<file path="config.mk">
export PLATFORM = sky130hd
export DESIGN_NAME = output_frequency_limiter
export DESIGN_NICKNAME = d
export VERILOG_FILES = /design/src/pkg/freq_limit_pkg.sv /design/src/output_frequency_limiter.sv
export SDC_FILE = /design/constraint.sdc
export NUM_CORES = 1
export LEC_CHECK = 0
export BUFFER_PORTS_ARGS = -buffer_cell sky130_fd_sc_hd__buf_2
export CORE_ASPECT_RATIO = 0.9
export CORE_MARGIN = 2
export CORE_UTILIZATION = 55
export DETAILED_ROUTE_END_ITERATION = 7
export PLACE_DENSITY_LB_ADDON = 0.05
export SYNTH_ARGS = -nofsm -noshare
export SYNTH_HDL_FRONTEND = slang
export SYNTH_SLANG_ARGS = --single-unit
</file>
<file path="constraint.sdc">
create_clock -name I_SYS_CLK -period 7.1 [get_ports I_SYS_CLK]
set_input_delay 0.355 -clock I_SYS_CLK [delete_from_list [all_inputs] [get_ports I_SYS_CLK]]
set_output_delay 0.355 -clock I_SYS_CLK [all_outputs]
set_load 0.02 [all_outputs]
</file>
<file path="src/pkg/freq_limit_pkg.sv">
package freq_limit_pkg;

  // Frequencies are in units of 0.1 Hz
  localparam int FREQ_W = 16;
  typedef logic [FREQ_W-1:0] freq_t;

  localparam freq_t MAX_FREQ_RST   = 16'h04B0;
  localparam freq_t MAX_FREQ_TOP   = 16'h04B0;
  localparam freq_t MIN_FREQ_RST   = 16'h0000;
  localparam freq_t HS_MAX_RST     = 16'h04B0;
  localparam freq_t HS_MAX_LOW     = 16'h04B0;
  localparam freq_t HS_MAX_TOP     = 16'h0FA0;
  localparam freq_t JOG_FREQ_RST   = 16'h0032;
  localparam freq_t START_FREQ_RST = 16'h0005;
  localparam freq_t JUMP_OFF       = 16'h270F;
  localparam freq_t JUMP_TOP       = 16'h0FA0;
  localparam freq_t STALL_FLOOR    = 16'h000A;
  localparam freq_t ACCEL_STEP_RST = 16'h0001;
  localparam freq_t FREQ_ZERO      = 16'h0000;

  // Stall selection codes and column bits
  localparam logic [7:0] SEL_RST        = 8'h00;
  localparam logic [7:0] SEL_TABLE_TOP  = 8'h1F;
  localparam logic [7:0] SEL_DRIVE_ALL  = 8'h64;
  localparam logic [7:0] SEL_DRIVE_NFRL = 8'h65;
  localparam int SEL_FRL_OFF_BIT = 0;
  localparam int SEL_ACC_OFF_BIT = 1;
  localparam int SEL_CST_OFF_BIT = 2;
  localparam int SEL_DEC_OFF_BIT = 3;
  localparam int SEL_STOP_BIT    = 4;

  typedef struct packed {
    logic frl_en;
    logic acc_en;
    logic cst_en;
    logic dec_en;
    logic ol_stop;
  } stall_cfg_s;

  typedef enum {ST_IDLE, ST_RUN, ST_TRIP} run_state_e;

  // Timing
  localparam int CLK_PERIOD_NS    = 5;
  localparam int TICK_NS          = 1000000;
  localparam int TICK_CYCLES      = TICK_NS / CLK_PERIOD_NS;
  localparam int STALL_TIMEOUT_MS = 3000;
  localparam int TICK_MS          = 1;
  localparam int TIMEOUT_TICKS    = STALL_TIMEOUT_MS / TICK_MS;

  // AHB-Lite
  localparam int         HTRANS_ACT_BIT = 1;
  localparam logic [2:0] HSIZE_WORD     = 3'h2;

  // Register byte offsets
  localparam logic [7:0] OFS_MAX_FREQ   = 8'h00;
  localparam logic [7:0] OFS_MIN_FREQ   = 8'h04;
  localparam logic [7:0] OFS_HS_MAX     = 8'h08;
  localparam logic [7:0] OFS_JOG_FREQ   = 8'h0C;
  localparam logic [7:0] OFS_START_FREQ = 8'h10;
  localparam logic [7:0] OFS_JUMP_BASE  = 8'h14;
  localparam logic [7:0] OFS_JUMP_PITCH = 8'h08;
  localparam logic [7:0] OFS_JUMP_B     = 8'h04;
  localparam logic [7:0] OFS_STALL_SEL  = 8'h2C;
  localparam logic [7:0] OFS_EXT_DISP   = 8'h30;
  localparam logic [7:0] OFS_ACCEL_STEP = 8'h34;
  localparam logic [7:0] OFS_CTRL       = 8'h38;
  localparam logic [7:0] OFS_STATUS     = 8'h3C;
  localparam logic [7:0] OFS_INT_STAT   = 8'h40;
  localparam logic [7:0] OFS_INT_MASK   = 8'h44;

  localparam int CTRL_FAULT_CLR_BIT = 0;
  localparam int STAT_RUN_BIT       = 0;
  localparam int STAT_OVL_BIT       = 1;
  localparam int STAT_TMO_BIT       = 2;
  localparam int STAT_STOP_BIT      = 3;
  localparam int STAT_FREQ_LSB      = 16;

  localparam int INT_W        = 3;
  localparam int INT_OVL_BIT  = 0;
  localparam int INT_TMO_BIT  = 1;
  localparam int INT_STOP_BIT = 2;

endpackage : freq_limit_pkg

</file>
<file path="src/output_frequency_limiter.sv">
// Chosen here: the AHB-Lite register port and the register offsets.
`timescale 1ns/100ps

// Summary of operation
// - Clamp output to maximum, reset 120 Hz
// - Hold output at minimum, reset 0 Hz
// - High-speed maximum 120-400 Hz is upper limit
// - Maximum and high-speed maximum writes copy across
// - Jog at or below minimum passes unclamped
// - Stall reduction may fall below minimum
// - Start alone ramps to minimum if valid
// - Three jump zones, 9999 disables, resets 9999
// - Zone edges taken in either order
// - Command inside zone runs at A point
// - Codes 100/101 split driving and regeneration
// - All-stall-off codes never signal overload
// - Stop-on-overload trips with stop fault
// - Fast current limit alone gives no overload
// - High-speed and jump writes need display zero
// - Selection columns decode enables and stop
// - Stall held at 1 Hz 3 s trips
module output_frequency_limiter #(
  parameter int TICK_CYC   = freq_limit_pkg::TICK_CYCLES,
  parameter int TMO_TICKS  = freq_limit_pkg::TIMEOUT_TICKS,
  parameter int JUMP_ZONES = 3
) (
  input  wire logic                       I_SYS_CLK,
  input  wire logic                       I_RST_N,
  input  wire logic                       I_HSEL,
  input  wire logic [31:0]                I_HADDR,
  input  wire logic [1:0]                 I_HTRANS,
  input  wire logic                       I_HWRITE,
  input  wire logic [2:0]                 I_HSIZE,
  input  wire logic [31:0]                I_HWDATA,
  input  wire logic                       I_HREADY,
  output logic                            O_HREADYOUT,
  output logic                            O_HRESP,
  output logic [31:0]                     O_HRDATA,
  input  wire freq_limit_pkg::freq_t      I_CMD_FREQ,
  input  wire logic                       I_CMD_VALID,
  input  wire logic                       I_START,
  input  wire logic                       I_JOG,
  input  wire logic                       I_REGEN,
  input  wire logic                       I_STALL_REQ,
  input  wire logic                       I_FRL_ACT,
  output freq_limit_pkg::freq_t           O_TARGET_FREQ,
  output freq_limit_pkg::freq_t           O_OUT_FREQ,
  output freq_limit_pkg::stall_cfg_s      O_STALL_CFG,
  output logic                            O_OVERLOAD,
  output logic                            O_OUTPUT_STOP,
  output logic                            O_STALL_TIMEOUT_FAULT,
  output logic                            O_STALL_STOP_FAULT,
  output logic                            O_IRQ
);
  import freq_limit_pkg::*;

  // Pin synchronisers: start, jog, regeneration
  logic [2:0]  pin_meta;
  logic [2:0]  pin_sync;
  logic        start_s;
  logic        jog_s;
  logic        regen_s;

  always_ff @(posedge I_SYS_CLK or negedge I_RST_N) begin
    if (!I_RST_N) begin
      pin_meta <= 3'h0;
      pin_sync <= 3'h0;
    end else begin
      pin_meta <= {I_REGEN, I_JOG, I_START};
      pin_sync <= pin_meta;
    end
  end

  assign start_s = pin_sync[0];
  assign jog_s   = pin_sync[1];
  assign regen_s = pin_sync[2];

  // Settings
  freq_t       max_freq_setting;
  freq_t       min_freq_setting;
  freq_t       high_speed_max_freq_setting;
  freq_t       jog_freq_setting;
  freq_t       starting_freq_setting;
  freq_t       accel_step;
  freq_t       jump_a [JUMP_ZONES];
  freq_t       jump_b [JUMP_ZONES];
  logic [7:0]  stall_selection;
  logic [7:0]  extended_display_select;
  logic [INT_W-1:0] int_stat;
  logic [INT_W-1:0] int_mask;

  // Bus slave: zero wait states, always OKAY
  logic        acc;
  logic        wr_pend;
  logic [7:0]  wr_addr;
  logic        we;
  freq_t       wd;
  logic        ext_open;
  logic [31:0] rd_mux;
  logic        fault_clr;
  logic [INT_W-1:0] int_clr;

  assign acc = I_HSEL & I_HTRANS[HTRANS_ACT_BIT] & I_HREADY & (I_HSIZE == HSIZE_WORD);
  assign O_HREADYOUT = 1'b1;
  assign O_HRESP     = 1'b0;
  assign we       = wr_pend;
  assign wd       = I_HWDATA[FREQ_W-1:0];
  assign ext_open = (extended_display_select == 8'h00);

  always_ff @(posedge I_SYS_CLK or negedge I_RST_N) begin
    if (!I_RST_N) begin
      wr_pend <= 1'b0;
      wr_addr <= 8'h00;
    end else begin
      wr_pend <= acc & I_HWRITE;
      if (acc) begin
        wr_addr <= I_HADDR[7:0];
      end
    end
  end

  always_ff @(posedge I_SYS_CLK or negedge I_RST_N) begin
    if (!I_RST_N) begin
      O_HRDATA <= 32'h0000_0000;
    end else if (acc && !I_HWRITE) begin
      O_HRDATA <= rd_mux;
    end
  end

  // Linked limits
  always_ff @(posedge I_SYS_CLK or negedge I_RST_N) begin
    if (!I_RST_N) begin
      max_freq_setting            <= MAX_FREQ_RST;
      high_speed_max_freq_setting <= HS_MAX_RST;
    end else if (we && wr_addr == OFS_MAX_FREQ && wd <= MAX_FREQ_TOP) begin
      max_freq_setting            <= wd;
      high_speed_max_freq_setting <= wd;
    end else if (we && wr_addr == OFS_HS_MAX && ext_open
                 && wd >= HS_MAX_LOW && wd <= HS_MAX_TOP) begin
      high_speed_max_freq_setting <= wd;
      max_freq_setting            <= wd;
    end
  end

  always_ff @(posedge I_SYS_CLK or negedge I_RST_N) begin
    if (!I_RST_N) begin
      min_freq_setting        <= MIN_FREQ_RST;
      jog_freq_setting        <= JOG_FREQ_RST;
      starting_freq_setting   <= START_FREQ_RST;
      accel_step              <= ACCEL_STEP_RST;
      stall_selection         <= SEL_RST;
      extended_display_select <= 8'h00;
    end else if (we) begin
      case (wr_addr)
        OFS_MIN_FREQ: begin
          if (wd <= MAX_FREQ_TOP) begin
            min_freq_setting <= wd;
          end
        end
        OFS_JOG_FREQ: begin
          if (wd <= HS_MAX_TOP) begin
            jog_freq_setting <= wd;
          end
        end
        OFS_START_FREQ: begin
          if (wd <= HS_MAX_TOP) begin
            starting_freq_setting <= wd;
          end
        end
        OFS_ACCEL_STEP: accel_step <= wd;
        OFS_STALL_SEL: begin
          if (wd[7:0] <= SEL_TABLE_TOP || wd[7:0] == SEL_DRIVE_ALL
              || wd[7:0] == SEL_DRIVE_NFRL) begin
            stall_selection <= wd[7:0];
          end
        end
        OFS_EXT_DISP: extended_display_select <= wd[7:0];
        default: ;
      endcase
    end
  end

  // Jump zones
  logic [JUMP_ZONES-1:0] zone_hit;
  freq_t                 cmd;

  assign cmd = I_CMD_VALID ? I_CMD_FREQ : FREQ_ZERO;

  genvar z;
  generate
    for (z = 0; z < JUMP_ZONES; z++) begin : g_zone
      localparam logic [7:0] OFS_A = 8'(OFS_JUMP_BASE + z * OFS_JUMP_PITCH);
      localparam logic [7:0] OFS_B = 8'(OFS_A + OFS_JUMP_B);
      freq_t lo;
      freq_t hi;

      always_ff @(posedge I_SYS_CLK or negedge I_RST_N) begin
        if (!I_RST_N) begin
          jump_a[z] <= JUMP_OFF;
          jump_b[z] <= JUMP_OFF;
        end else if (we && ext_open && (wd <= JUMP_TOP || wd == JUMP_OFF)) begin
          if (wr_addr == OFS_A) begin
            jump_a[z] <= wd;
          end
          if (wr_addr == OFS_B) begin
            jump_b[z] <= wd;
          end
        end
      end

      assign lo = (jump_a[z] < jump_b[z]) ? jump_a[z] : jump_b[z];
      assign hi = (jump_a[z] < jump_b[z]) ? jump_b[z] : jump_a[z];
      assign zone_hit[z] = (jump_a[z] != JUMP_OFF) && (jump_b[z] != JUMP_OFF)
                           && cmd >= lo && cmd <= hi;
    end
  endgenerate

  // Limited target
  freq_t jumped;
  freq_t next_target;

  always_comb begin
    jumped = cmd;
    for (int i = JUMP_ZONES - 1; i >= 0; i--) begin
      if (zone_hit[i]) begin
        jumped = jump_a[i];
      end
    end
    if (jog_s) begin
      if (jog_freq_setting <= min_freq_setting) begin
        next_target = jog_freq_setting;
      end else if (jog_freq_setting > high_speed_max_freq_setting) begin
        next_target = high_speed_max_freq_setting;
      end else begin
        next_target = jog_freq_setting;
      end
    end else if (!I_CMD_VALID && min_freq_setting < starting_freq_setting) begin
      next_target = FREQ_ZERO;
    end else if (jumped > high_speed_max_freq_setting) begin
      next_target = high_speed_max_freq_setting;
    end else if (jumped < min_freq_setting) begin
      next_target = min_freq_setting;
    end else begin
      next_target = jumped;
    end
  end

  always_ff @(posedge I_SYS_CLK or negedge I_RST_N) begin
    if (!I_RST_N) begin
      O_TARGET_FREQ <= FREQ_ZERO;
    end else begin
      O_TARGET_FREQ <= next_target;
    end
  end

  // Stall selection decode
  stall_cfg_s cfg;

  always_comb begin
    cfg = '0;
    if (stall_selection == SEL_DRIVE_ALL || stall_selection == SEL_DRIVE_NFRL) begin
      if (!regen_s) begin
        cfg.frl_en = (stall_selection == SEL_DRIVE_ALL);
        cfg.acc_en = 1'b1;
        cfg.cst_en = 1'b1;
        cfg.dec_en = 1'b1;
      end
    end else begin
      cfg.frl_en  = ~stall_selection[SEL_FRL_OFF_BIT];
      cfg.acc_en  = ~stall_selection[SEL_ACC_OFF_BIT];
      cfg.cst_en  = ~stall_selection[SEL_CST_OFF_BIT];
      cfg.dec_en  = ~stall_selection[SEL_DEC_OFF_BIT];
      cfg.ol_stop = stall_selection[SEL_STOP_BIT];
    end
  end

  always_ff @(posedge I_SYS_CLK or negedge I_RST_N) begin
    if (!I_RST_N) begin
      O_STALL_CFG <= '0;
    end else begin
      O_STALL_CFG <= cfg;
    end
  end

  // Run state and ramp
  run_state_e state;
  logic [31:0] tick_cnt;
  logic        tick;
  logic        run_req;
  logic        stall_on;
  logic [15:0] tmo_cnt;
  logic        tmo_ev;
  logic        stop_ev;
  logic        ovl_ev;
  logic [FREQ_W:0] up_sum;
  freq_t       next_out;

  assign tick    = (tick_cnt == 32'(TICK_CYC - 1));
  assign run_req = start_s | jog_s;

  always_ff @(posedge I_SYS_CLK or negedge I_RST_N) begin
    if (!I_RST_N) begin
      tick_cnt <= 32'h0000_0000;
    end else if (tick) begin
      tick_cnt <= 32'h0000_0000;
    end else begin
      tick_cnt <= tick_cnt + 32'h0000_0001;
    end
  end

  // Stall acts by phase; fast current limit never counts
  always_comb begin
    if (O_OUT_FREQ < O_TARGET_FREQ) begin
      stall_on = cfg.acc_en;
    end else if (O_OUT_FREQ > O_TARGET_FREQ) begin
      stall_on = cfg.dec_en;
    end else begin
      stall_on = cfg.cst_en;
    end
    stall_on = stall_on & I_STALL_REQ & (state == ST_RUN);
  end

  assign ovl_ev  = stall_on & ~O_OVERLOAD;
  assign stop_ev = stall_on & cfg.ol_stop;
  assign tmo_ev  = tick & stall_on & (O_OUT_FREQ <= STALL_FLOOR)
                   & (tmo_cnt == 16'(TMO_TICKS - 1));
  assign up_sum  = {1'b0, O_OUT_FREQ} + {1'b0, accel_step};

  always_comb begin
    next_out = O_OUT_FREQ;
    if (state == ST_TRIP) begin
      next_out = FREQ_ZERO;
    end else if (tick) begin
      if (stall_on) begin
        if (O_OUT_FREQ > STALL_FLOOR) begin
          if (O_OUT_FREQ - accel_step > STALL_FLOOR && O_OUT_FREQ > accel_step) begin
            next_out = O_OUT_FREQ - accel_step;
          end else begin
            next_out = STALL_FLOOR;
          end
        end
      end else if (!run_req || state != ST_RUN) begin
        next_out = (O_OUT_FREQ > accel_step) ? O_OUT_FREQ - accel_step : FREQ_ZERO;
      end else if (O_OUT_FREQ < O_TARGET_FREQ) begin
        next_out = (up_sum > {1'b0, O_TARGET_FREQ}) ? O_TARGET_FREQ
                                                    : up_sum[FREQ_W-1:0];
      end else if (O_OUT_FREQ > O_TARGET_FREQ) begin
        next_out = (O_OUT_FREQ - accel_step > O_TARGET_FREQ && O_OUT_FREQ > accel_step)
                   ? O_OUT_FREQ - accel_step : O_TARGET_FREQ;
      end
    end
  end

  always_ff @(posedge I_SYS_CLK or negedge I_RST_N) begin
    if (!I_RST_N) begin
      O_OUT_FREQ <= FREQ_ZERO;
    end else begin
      O_OUT_FREQ <= next_out;
    end
  end

  always_ff @(posedge I_SYS_CLK or negedge I_RST_N) begin
    if (!I_RST_N) begin
      tmo_cnt <= 16'h0000;
    end else if (!stall_on || O_OUT_FREQ > STALL_FLOOR) begin
      tmo_cnt <= 16'h0000;
    end else if (tick) begin
      tmo_cnt <= tmo_cnt + 16'h0001;
    end
  end

  always_ff @(posedge I_SYS_CLK or negedge I_RST_N) begin
    if (!I_RST_N) begin
      O_OVERLOAD <= 1'b0;
    end else begin
      O_OVERLOAD <= stall_on;
    end
  end

  assign fault_clr = we && wr_addr == OFS_CTRL && I_HWDATA[CTRL_FAULT_CLR_BIT];

  always_ff @(posedge I_SYS_CLK or negedge I_RST_N) begin
    if (!I_RST_N) begin
      state                 <= ST_IDLE;
      O_STALL_TIMEOUT_FAULT <= 1'b0;
      O_STALL_STOP_FAULT    <= 1'b0;
    end else begin
      case (state)
        ST_IDLE: begin
          if (run_req) begin
            state <= ST_RUN;
          end
        end
        ST_RUN: begin
          if (tmo_ev) begin
            state                 <= ST_TRIP;
            O_STALL_TIMEOUT_FAULT <= 1'b1;
          end else if (stop_ev) begin
            state              <= ST_TRIP;
            O_STALL_STOP_FAULT <= 1'b1;
          end else if (!run_req && O_OUT_FREQ == FREQ_ZERO) begin
            state <= ST_IDLE;
          end
        end
        ST_TRIP: begin
          if (fault_clr) begin
            state                 <= ST_IDLE;
            O_STALL_TIMEOUT_FAULT <= 1'b0;
            O_STALL_STOP_FAULT    <= 1'b0;
          end
        end
        default: state <= ST_IDLE;
      endcase
    end
  end

  assign O_OUTPUT_STOP = (state == ST_TRIP);

  // Interrupts: sticky, write one to clear, set wins
  assign int_clr = (we && wr_addr == OFS_INT_STAT) ? I_HWDATA[INT_W-1:0] : '0;

  always_ff @(posedge I_SYS_CLK or negedge I_RST_N) begin
    if (!I_RST_N) begin
      int_stat <= '0;
      int_mask <= '0;
    end else begin
      int_stat <= (int_stat & ~int_clr) | {stop_ev & (state == ST_RUN) & ~tmo_ev,
                                           tmo_ev, ovl_ev};
      if (we && wr_addr == OFS_INT_MASK) begin
        int_mask <= I_HWDATA[INT_W-1:0];
      end
    end
  end

  assign O_IRQ = |(int_stat & int_mask);

  // Read mux
  always_comb begin
    rd_mux = 32'h0000_0000;
    case (I_HADDR[7:0])
      OFS_MAX_FREQ:   rd_mux[FREQ_W-1:0] = max_freq_setting;
      OFS_MIN_FREQ:   rd_mux[FREQ_W-1:0] = min_freq_setting;
      OFS_HS_MAX:     rd_mux[FREQ_W-1:0] = high_speed_max_freq_setting;
      OFS_JOG_FREQ:   rd_mux[FREQ_W-1:0] = jog_freq_setting;
      OFS_START_FREQ: rd_mux[FREQ_W-1:0] = starting_freq_setting;
      OFS_STALL_SEL:  rd_mux[7:0]        = stall_selection;
      OFS_EXT_DISP:   rd_mux[7:0]        = extended_display_select;
      OFS_ACCEL_STEP: rd_mux[FREQ_W-1:0] = accel_step;
      OFS_STATUS: begin
        rd_mux[STAT_RUN_BIT]  = (state == ST_RUN);
        rd_mux[STAT_OVL_BIT]  = O_OVERLOAD;
        rd_mux[STAT_TMO_BIT]  = O_STALL_TIMEOUT_FAULT;
        rd_mux[STAT_STOP_BIT] = O_STALL_STOP_FAULT;
        rd_mux[STAT_FREQ_LSB +: FREQ_W] = O_OUT_FREQ;
      end
      OFS_INT_STAT:   rd_mux[INT_W-1:0] = int_stat;
      OFS_INT_MASK:   rd_mux[INT_W-1:0] = int_mask;
      default: begin
        for (int i = 0; i < JUMP_ZONES; i++) begin
          if (I_HADDR[7:0] == 8'(OFS_JUMP_BASE + i * OFS_JUMP_PITCH)) begin
            rd_mux[FREQ_W-1:0] = jump_a[i];
          end
          if (I_HADDR[7:0] == 8'(OFS_JUMP_BASE + i * OFS_JUMP_PITCH + OFS_JUMP_B)) begin
            rd_mux[FREQ_W-1:0] = jump_b[i];
          end
        end
      end
    endcase
  end

endmodule : output_frequency_limiter
</file>
Word-level counts from Yosys, hierarchy flattened
Index checks and enable logic that the tools add are counted.
{ "op_classes": {"n_addsub": 4, "mul": 0, "div": 0, "magnitude_cmp": 26, "eq_ne": 58, "shifts": 0, "n_mux": 61, "bitwise": 24, "n_reduce_logical": 67} }
{ "ops": {"columns": ["operator", "n"], "rows": [
  ["two-way mux 16 bit", 38],
  ["two-way mux 32 bit", 6],
  ["equality test 8 x 6 -> 1 bit, second input constant", 14],
  ["less-than comparator 16 bit", 6],
  ["!= test 16 x 14 -> 1 bit, second input constant", 6],
  ["case mux 32 bit (3 select lines)", 1],
  ["> comparator 16 bit", 5],
  ["equality test 32 x 2 -> 1 bit, second input constant", 2],
  ["equality test 8 x 5 -> 1 bit, second input constant", 8],
  ["equality test 8 x 7 -> 1 bit, second input constant", 8],
  ["<= comparator 16 bit", 4],
  ["greater-or-equal comparator 16 bit", 3],
  ["case mux 8 bit (6 select lines)", 1],
  ["adder 32 x 1 -> 32 bit, second input constant", 1],
  ["equality test 32 x 1 -> 1 bit, second input constant", 1],
  ["equality test 32 x 18 -> 1 bit, second input constant", 1],
  ["equality test 32 x 3 -> 1 bit, second input constant", 1],
  ["equality test 8 x 4 -> 1 bit, second input constant", 4],
  ["> comparator 16 x 4 -> 1 bit, second input constant", 2],
  ["logical NOT 32 bit", 1],
  ["!= test 32 x 2 -> 1 bit, second input constant", 1],
  ["case mux 4 bit (8 select lines)", 1],
  ["case mux 3 bit (10 select lines)", 1],
  ["logical AND 1 bit", 26],
  ["39 further kinds", 98]
]} }
{ "word_totals": {"reg_bits": 365, "latch_bits": 0, "mem_bits_rw": 0, "rom_bits": 0, "in_bits": 96, "out_inout_bits": 76, "word_cells": 273, "n_memories": 0} }

Logic depth before layout (Yosys ltp)
{ "logic_depth": {"word_depth": 13, "ltp_mapped": 38, "ltp_nobuf": 33} }

Worst setup path before layout
No wires, ideal clock.
{ "synth_path": {"path_kind": "reg-to-reg", "from": "register jump_b[17] in the netlist's numbering", "to": "register O_TARGET_FREQ[10]", "setup_ps": 90, "arrival_ps": 7253, "required_ps": 7010, "path_slack_ps": -244, "path_stages_with_launch": 37, "n_path_buf": 4, "synth_period_minus_slack_ps": 7344, "cell_sequence": "dfstp_2 > inv_1 > ha_1 > a21o_1 > a21o_1 > a21o_1 > a21o_1 > a21oi_1 > o21ai_0 > a21o_1 > a211oi_1 > clkbuf_1 > mux2i_1 > ha_1 > a21oi_1 > o21ai_0 > a221oi_1 > a21oi_1 > nor4_1 > and2_1 > clkbuf_1 > clkbuf_1 > nor2_1 > o31a_1 > inv_1 > ha_1 > nor2b_1 > o21a_1 > o21ai_0 > a211oi_1 > nor4_1 > nor2_1 > or2_2 > nor2_1 > o21ai_1 > clkbuf_1 > o221ai_1"} }
{ "synth_via": {"elab_chain_cells": 12, "elab_cells_between_ends": 17, "cone_classes": "order compare (5); eq/ne (1); mux (8); reduce/logical (3)"} }
{ "synth_lines": {"columns": ["item", "line_no", "text"], "rows": [
  ["start: declaration", "output_frequency_limiter.sv:86", "freq_t jump_b [JUMP_ZONES];"],
  ["start signal: indexed assignment", "output_frequency_limiter.sv:206", "jump_b[z] <= wd;"],
  ["less-than comparator 16 bit", "output_frequency_limiter.sv:211, output_frequency_limiter.sv:212", null],
  ["two-way mux 16 bit", "output_frequency_limiter.sv:211", "assign lo = (jump_a[z] < jump_b[z]) ? jump_a[z] : jump_b[z];"],
  ["greater-or-equal comparator 16 bit", "output_frequency_limiter.sv:214", "&& cmd >= lo && cmd <= hi;"],
  ["logical AND 1 bit", "output_frequency_limiter.sv:214", null],
  ["logical AND 1 bit *", "output_frequency_limiter.sv:214", null],
  ["two-way mux 16 bit * (2 in series)", "output_frequency_limiter.sv:225", "if (zone_hit[i]) begin"],
  ["less-than comparator 16 bit", "output_frequency_limiter.sv:241", "end else if (jumped < min_freq_setting) begin"],
  ["two-way mux 16 bit", "output_frequency_limiter.sv:241", null],
  ["two-way mux 16 bit *", "output_frequency_limiter.sv:239", "end else if (jumped > high_speed_max_freq_setting) begin"],
  ["two-way mux 16 bit *", "output_frequency_limiter.sv:237", "end else if (!I_CMD_VALID && min_freq_setting < starting_freq_setting) begin"],
  ["two-way mux 16 bit *", "output_frequency_limiter.sv:229", "if (jog_s) begin"],
  ["via next_target[10]", "output_frequency_limiter.sv:220", "freq_t next_target;"],
  ["end signal: assignment", "output_frequency_limiter.sv:252", "O_TARGET_FREQ <= next_target;"],
  ["end: declaration", "output_frequency_limiter.sv:46", "output freq_limit_pkg::freq_t O_TARGET_FREQ,"]
]} }
Mark *: on every way through the listed nets, which the timed path passes. The rest lies on a longest branch.
A chain may end at the register's enable or synchronous reset.

Worst setup path in the final report
{ "layout_path": {"from": "register jump_b[1] in the netlist's numbering", "to": "register O_TARGET_FREQ[4]"} }
{ "layout_via": {"elab_chain_cells": 13, "elab_cells_between_ends": 18, "cone_classes": "order compare (5); eq/ne (1); mux (9); reduce/logical (3)"} }
{ "layout_lines": {"columns": ["item", "line_no"], "rows": [
  ["less-than comparator 16 bit", "output_frequency_limiter.sv:211, output_frequency_limiter.sv:212"],
  ["two-way mux 16 bit", "output_frequency_limiter.sv:211"],
  ["greater-or-equal comparator 16 bit", "output_frequency_limiter.sv:214"],
  ["logical AND 1 bit", "output_frequency_limiter.sv:214"],
  ["logical AND 1 bit *", "output_frequency_limiter.sv:214"],
  ["two-way mux 16 bit * (3 in series)", "output_frequency_limiter.sv:225"],
  ["less-than comparator 16 bit", "output_frequency_limiter.sv:241"],
  ["two-way mux 16 bit", "output_frequency_limiter.sv:241"],
  ["two-way mux 16 bit *", "output_frequency_limiter.sv:239"],
  ["two-way mux 16 bit *", "output_frequency_limiter.sv:237"],
  ["two-way mux 16 bit *", "output_frequency_limiter.sv:229"],
  ["via next_target[4]", "output_frequency_limiter.sv:220"]
]} }
Marked as above.

==> results.yml <==
status:
  outcome: "complete, but fails checks"
  violations: "design-rule violations"
setup_path:
  crit_slowest_cell: "dfstp_2"
  worstPathArrival_ns: 7.49
  cpPeakStageDelay_ns: 0.54
  r2r_cells: 36
  crit_top_cell: "a21o_1"
  required_ns: 7.55
  startpoint_type: "register"
  critPathCaptureType: "register"
  ff2ff_setup_slack_ns: 0.05
  crit_type: "register to register"
  crit_fanout: 7
  r2r_end: "O_TARGET_FREQ[4]"
  r2r_start: "jump_b[1]"
layout:
  area_growth_pct: 17.01
  nFillCells: 3745
  final_util: 0.6539
  layout.nets: 3293
  n_antenna_cell: 0
  drive_gt1_frac: 0.2261
placement:
  io_buffers: 127
  post-dp-hpwl_um: 66390
  gp_congestion: 1.021
  post-place-ws_ns: -0.1459
grt:
  track_usage: 0.3784
  grt_max_degree: 169
  grt-ovfl-total: 0
  antenna_found_initial: 2
  grt_pass1_wl_um: 132300
  first_global_vias: 21616
min_path:
  hold_end: "accel_step[14]"
  hold_depth: 3
  hold_path_startpoint: "I_HWDATA[14]"
  hp-class: "input port to register"
yosys:
  async_flop_share: 1.000
  syn_avg_cell_area_um2: 9.259
  seq_area_frac_synth: 0.3423
  ys_seq_elements: 335
  synth_cells: 2668
  synth_ff_type: "dfrtp_1"
  synth_cell_type_count: 84
  synth_edf_count: 0
  synthesis.area_um2: 24700
  syn_nets: 3067
  ys_warn_count: 0
cts:
  insertion_delay_ns: 0.59
  clk_path_buf_depth: 3
  cts_tree: "built"
  htree_levels: 2
  clk_pin_slew_ns: 0.06
  ctsRootBufferMaster: "clkbuf_16"
  cts_buffers: 38
  clock_sinks: 335
pwr:
  p_leak_nw: 13.91
  irDropWorstVdd_v: 0.0002471
  power_density_nw_per_um2: 245.7
drt:
  viasPerCell: 6.457
  dr.pass1.iters: 8
  ant_nets: 0
  wl_per_cell_um: 25.25
  vias: 22754
  drc: 13
  wl_um: 88970
  first_iter_violations: 2551
timing:
  relSlewSlack: 0.2316
  rsz0062_at_grt: "yes"
  finalWorstSetupSlack_ns: 0.05075
  final_max_slew_viol_count: 0
  finalSetupViolCount: 0
  fmax_ghz: 0.1419
  min_period_ns: 7.049
  fin_skew_ns: 0.01498
  finalCritPeriodShare: 0.9929
  hold_violations: 0
  worst_slew_pin_slew_ns: 1.138
floorplan:
  coreArea_um2: 44210
  pin_count: 172
  die-area_um2: 46630
  die_y_um: 205.1
  rows: 73
  die-width_um: 227.4
  initial_utilization: 0.5588
flow_run:
  drv_cap: 0
==> placed cells by master, fill, tap and decap left out, drive strengths merged, types with 64 or more instances in the layout <==
| cell | instances |
|---|---|
| mux2 | 149 |
| mux2i | 75 |
| nor2 | 254 |
| a21oi | 150 |
| inv | 189 |
| nand3 | 67 |
| dfrtp | 277 |
| ha | 301 |
| nand2 | 186 |
| o21ai | 137 |
| nand4 | 64 |
| buf | 289 |
==> power breakdown <==
| group | switching (mW) | leakage (nW) | internal (mW) | total [mW] |
|---|---|---|---|---|
| sequential | 0.159 | 4.07 | 2.00 | 2.16 |
| combinational | 1.85 | 9.20 | 1.03 | 2.88 |
| clock | 0.876 | 0.632 | 1.19 | 2.06 |
| total | 2.89 | 13.9 | 4.22 | 7.10 |
==> worst max-delay path: cells and delay by family, from the launching register on <==
family | cells | cell delay (ns)
flip-flops | 1 | 0.54
AO/OA/AOI/OAI | 17 | 2.98
AND/OR/NAND/NOR | 5 | 1.19
buffers and inverters | 9 | 1.06
multiplexers | 2 | 0.41
adder cells (fa/ha/maj) | 3 | 0.72
==> kinds of logic (layout without fill, tap and decap cells) <==
| logic type | after synthesis | after routing | synth area share |
|---|---|---|---|
| and+or+nand+nor | 812 | 812 | 0.1608 |
| AOI/OAI and AO/OA | 629 | 629 | 0.1732 |
| DFF | 335 | 335 | 0.3423 |
| adders and majority gates | 303 | 303 | 0.1541 |
| buffers and inverters | 296 | 552 | 0.04695 |
| muxes | 224 | 224 | 0.09831 |
| xor gates and xnor gates | 67 | 67 | 0.02406 |
| other | 2 | 2 | 0.0003040 |
==> synth_stat cells, drive strengths merged (9+ instances only) <==
| master | instances | share of area |
|---|---|---|
| or3 | 13 | 0.0033 |
| a211oi | 17 | 0.0052 |
| a21oi | 150 | 0.030 |
| a22o | 19 | 0.0067 |
| o21a | 15 | 0.0046 |
| nand3 | 67 | 0.014 |
| nand2b | 16 | 0.0041 |
| mux2i | 75 | 0.030 |
| nor2b | 29 | 0.0073 |
| a222oi | 21 | 0.0085 |
| o31ai | 11 | 0.0033 |
| inv | 188 | 0.029 |
| dfrtp | 277 | 0.28 |
| a22oi | 37 | 0.011 |
| dfstp | 58 | 0.062 |
| nand2 | 186 | 0.028 |
| and2 | 42 | 0.011 |
| nor3 | 39 | 0.0079 |
| and3 | 18 | 0.0046 |
| clkbuf | 91 | 0.014 |
| o211ai | 22 | 0.0069 |
| xor2 | 23 | 0.0082 |
| o221ai | 25 | 0.0089 |
| a31oi | 18 | 0.0046 |
| o31a | 18 | 0.0064 |
| or4 | 9 | 0.0027 |
| o21ai | 137 | 0.028 |
| nor4 | 31 | 0.0079 |
| nor2 | 254 | 0.039 |
| a221oi | 21 | 0.0082 |
| a2111oi | 9 | 0.0032 |
| nand4 | 64 | 0.016 |
| ha | 301 | 0.15 |
| a21o | 50 | 0.015 |
| xnor2 | 44 | 0.016 |
| buf | 17 | 0.0046 |
| mux2 | 149 | 0.068 |
==> stage by stage <==
| step | cell area [um2] | std cells | power, mW | setup TNS (ns) | hold WS, ns |
|---|---|---|---|---|---|
| 2_1_floorplan | 24720 | 2668 | 3.914 | 0 | 0.05941 |
| 3_3_place_gp | 26750 | 3412 | 4.824 | -0.1537 | 0.3376 |
| 3_5_place_dp | 26750 | 3412 | 4.852 | -1.660 | 0.3365 |
| 4_1_cts | 28260 | 3499 | 6.932 | 0 | 0.003706 |
| 5_1_grt | 28910 | 3524 | 7.429 | -1.367 | 0.04062 |
| 6_report | 28910 | 3524 | 7.103 | 0 | 0.02011 |
==> layout make-up <==
| cell class | instances | area [um2] | share of cell area |
|---|---|---|---|
| inverters | 188 | 705.7 | 0.02441 |
| clock inverters | 17 | 224.0 | 0.007748 |
| flip-flops and latches | 335 | 8456 | 0.2925 |
| multi-input cells | 2037 | 15600 | 0.5398 |
| well taps | 600 | 750.7 | 0.02597 |
| clock buffers | 53 | 1077 | 0.03727 |
| repair buffers | 294 | 2088 | 0.07224 |
==> flip-flops by register name, summed over array words and instances (netlist names), 5 cells and up <==
name	cells
O_STALL_CFG	5
starting_freq_setting	16
tick_cnt	32
extended_display_select	8
O_HRDATA	32
O_OUT_FREQ	16
stall_selection	8
high_speed_max_freq_setting	16
wr_addr	8
accel_step	16
O_TARGET_FREQ	16
min_freq_setting	16
jog_freq_setting	16
jump_a	48
jump_b	48
tmo_cnt	16
==> layer usage <==
metal / vias to the layer above / global-route usage / wire [um]
met3: 175 / 0.1093 / 10590
met2: 1178 / 0.5264 / 36070
li1: 10257 / - / -
met4: 2 / 0.1120 / 2685
met1: 11142 / 0.5628 / 39610
met5: - / 0 / 12
==> worst max-delay path by stage <==
stage,from,end,slack [ns],cells after the start
3_3_place_gp,jump_b[1],O_TARGET_FREQ[15],-0.01,33
5_1_grt,jump_b[1],O_TARGET_FREQ[0],-0.17,35
4_1_cts,jump_b[17],O_TARGET_FREQ[4],0.02,39
3_5_place_dp,jump_b[1],O_TARGET_FREQ[14],-0.15,35
6_report,jump_b[1],O_TARGET_FREQ[4],0.05,36
2_1_floorplan,jump_b[17],O_TARGET_FREQ[10],0.11,36
==> what timing repair did <==
item                                    in CTS  in global routing
hold endpoints to repair                    92                  0
gates cloned                                 1                  1
resized for setup                           18                101
pin swaps                                   15                 71
endpoints found under the setup margin      16                 16
hold buffers                                 5                  0
buffers inserted                            11                 25
Note: power is estimated with default switching activity, not from simulation.
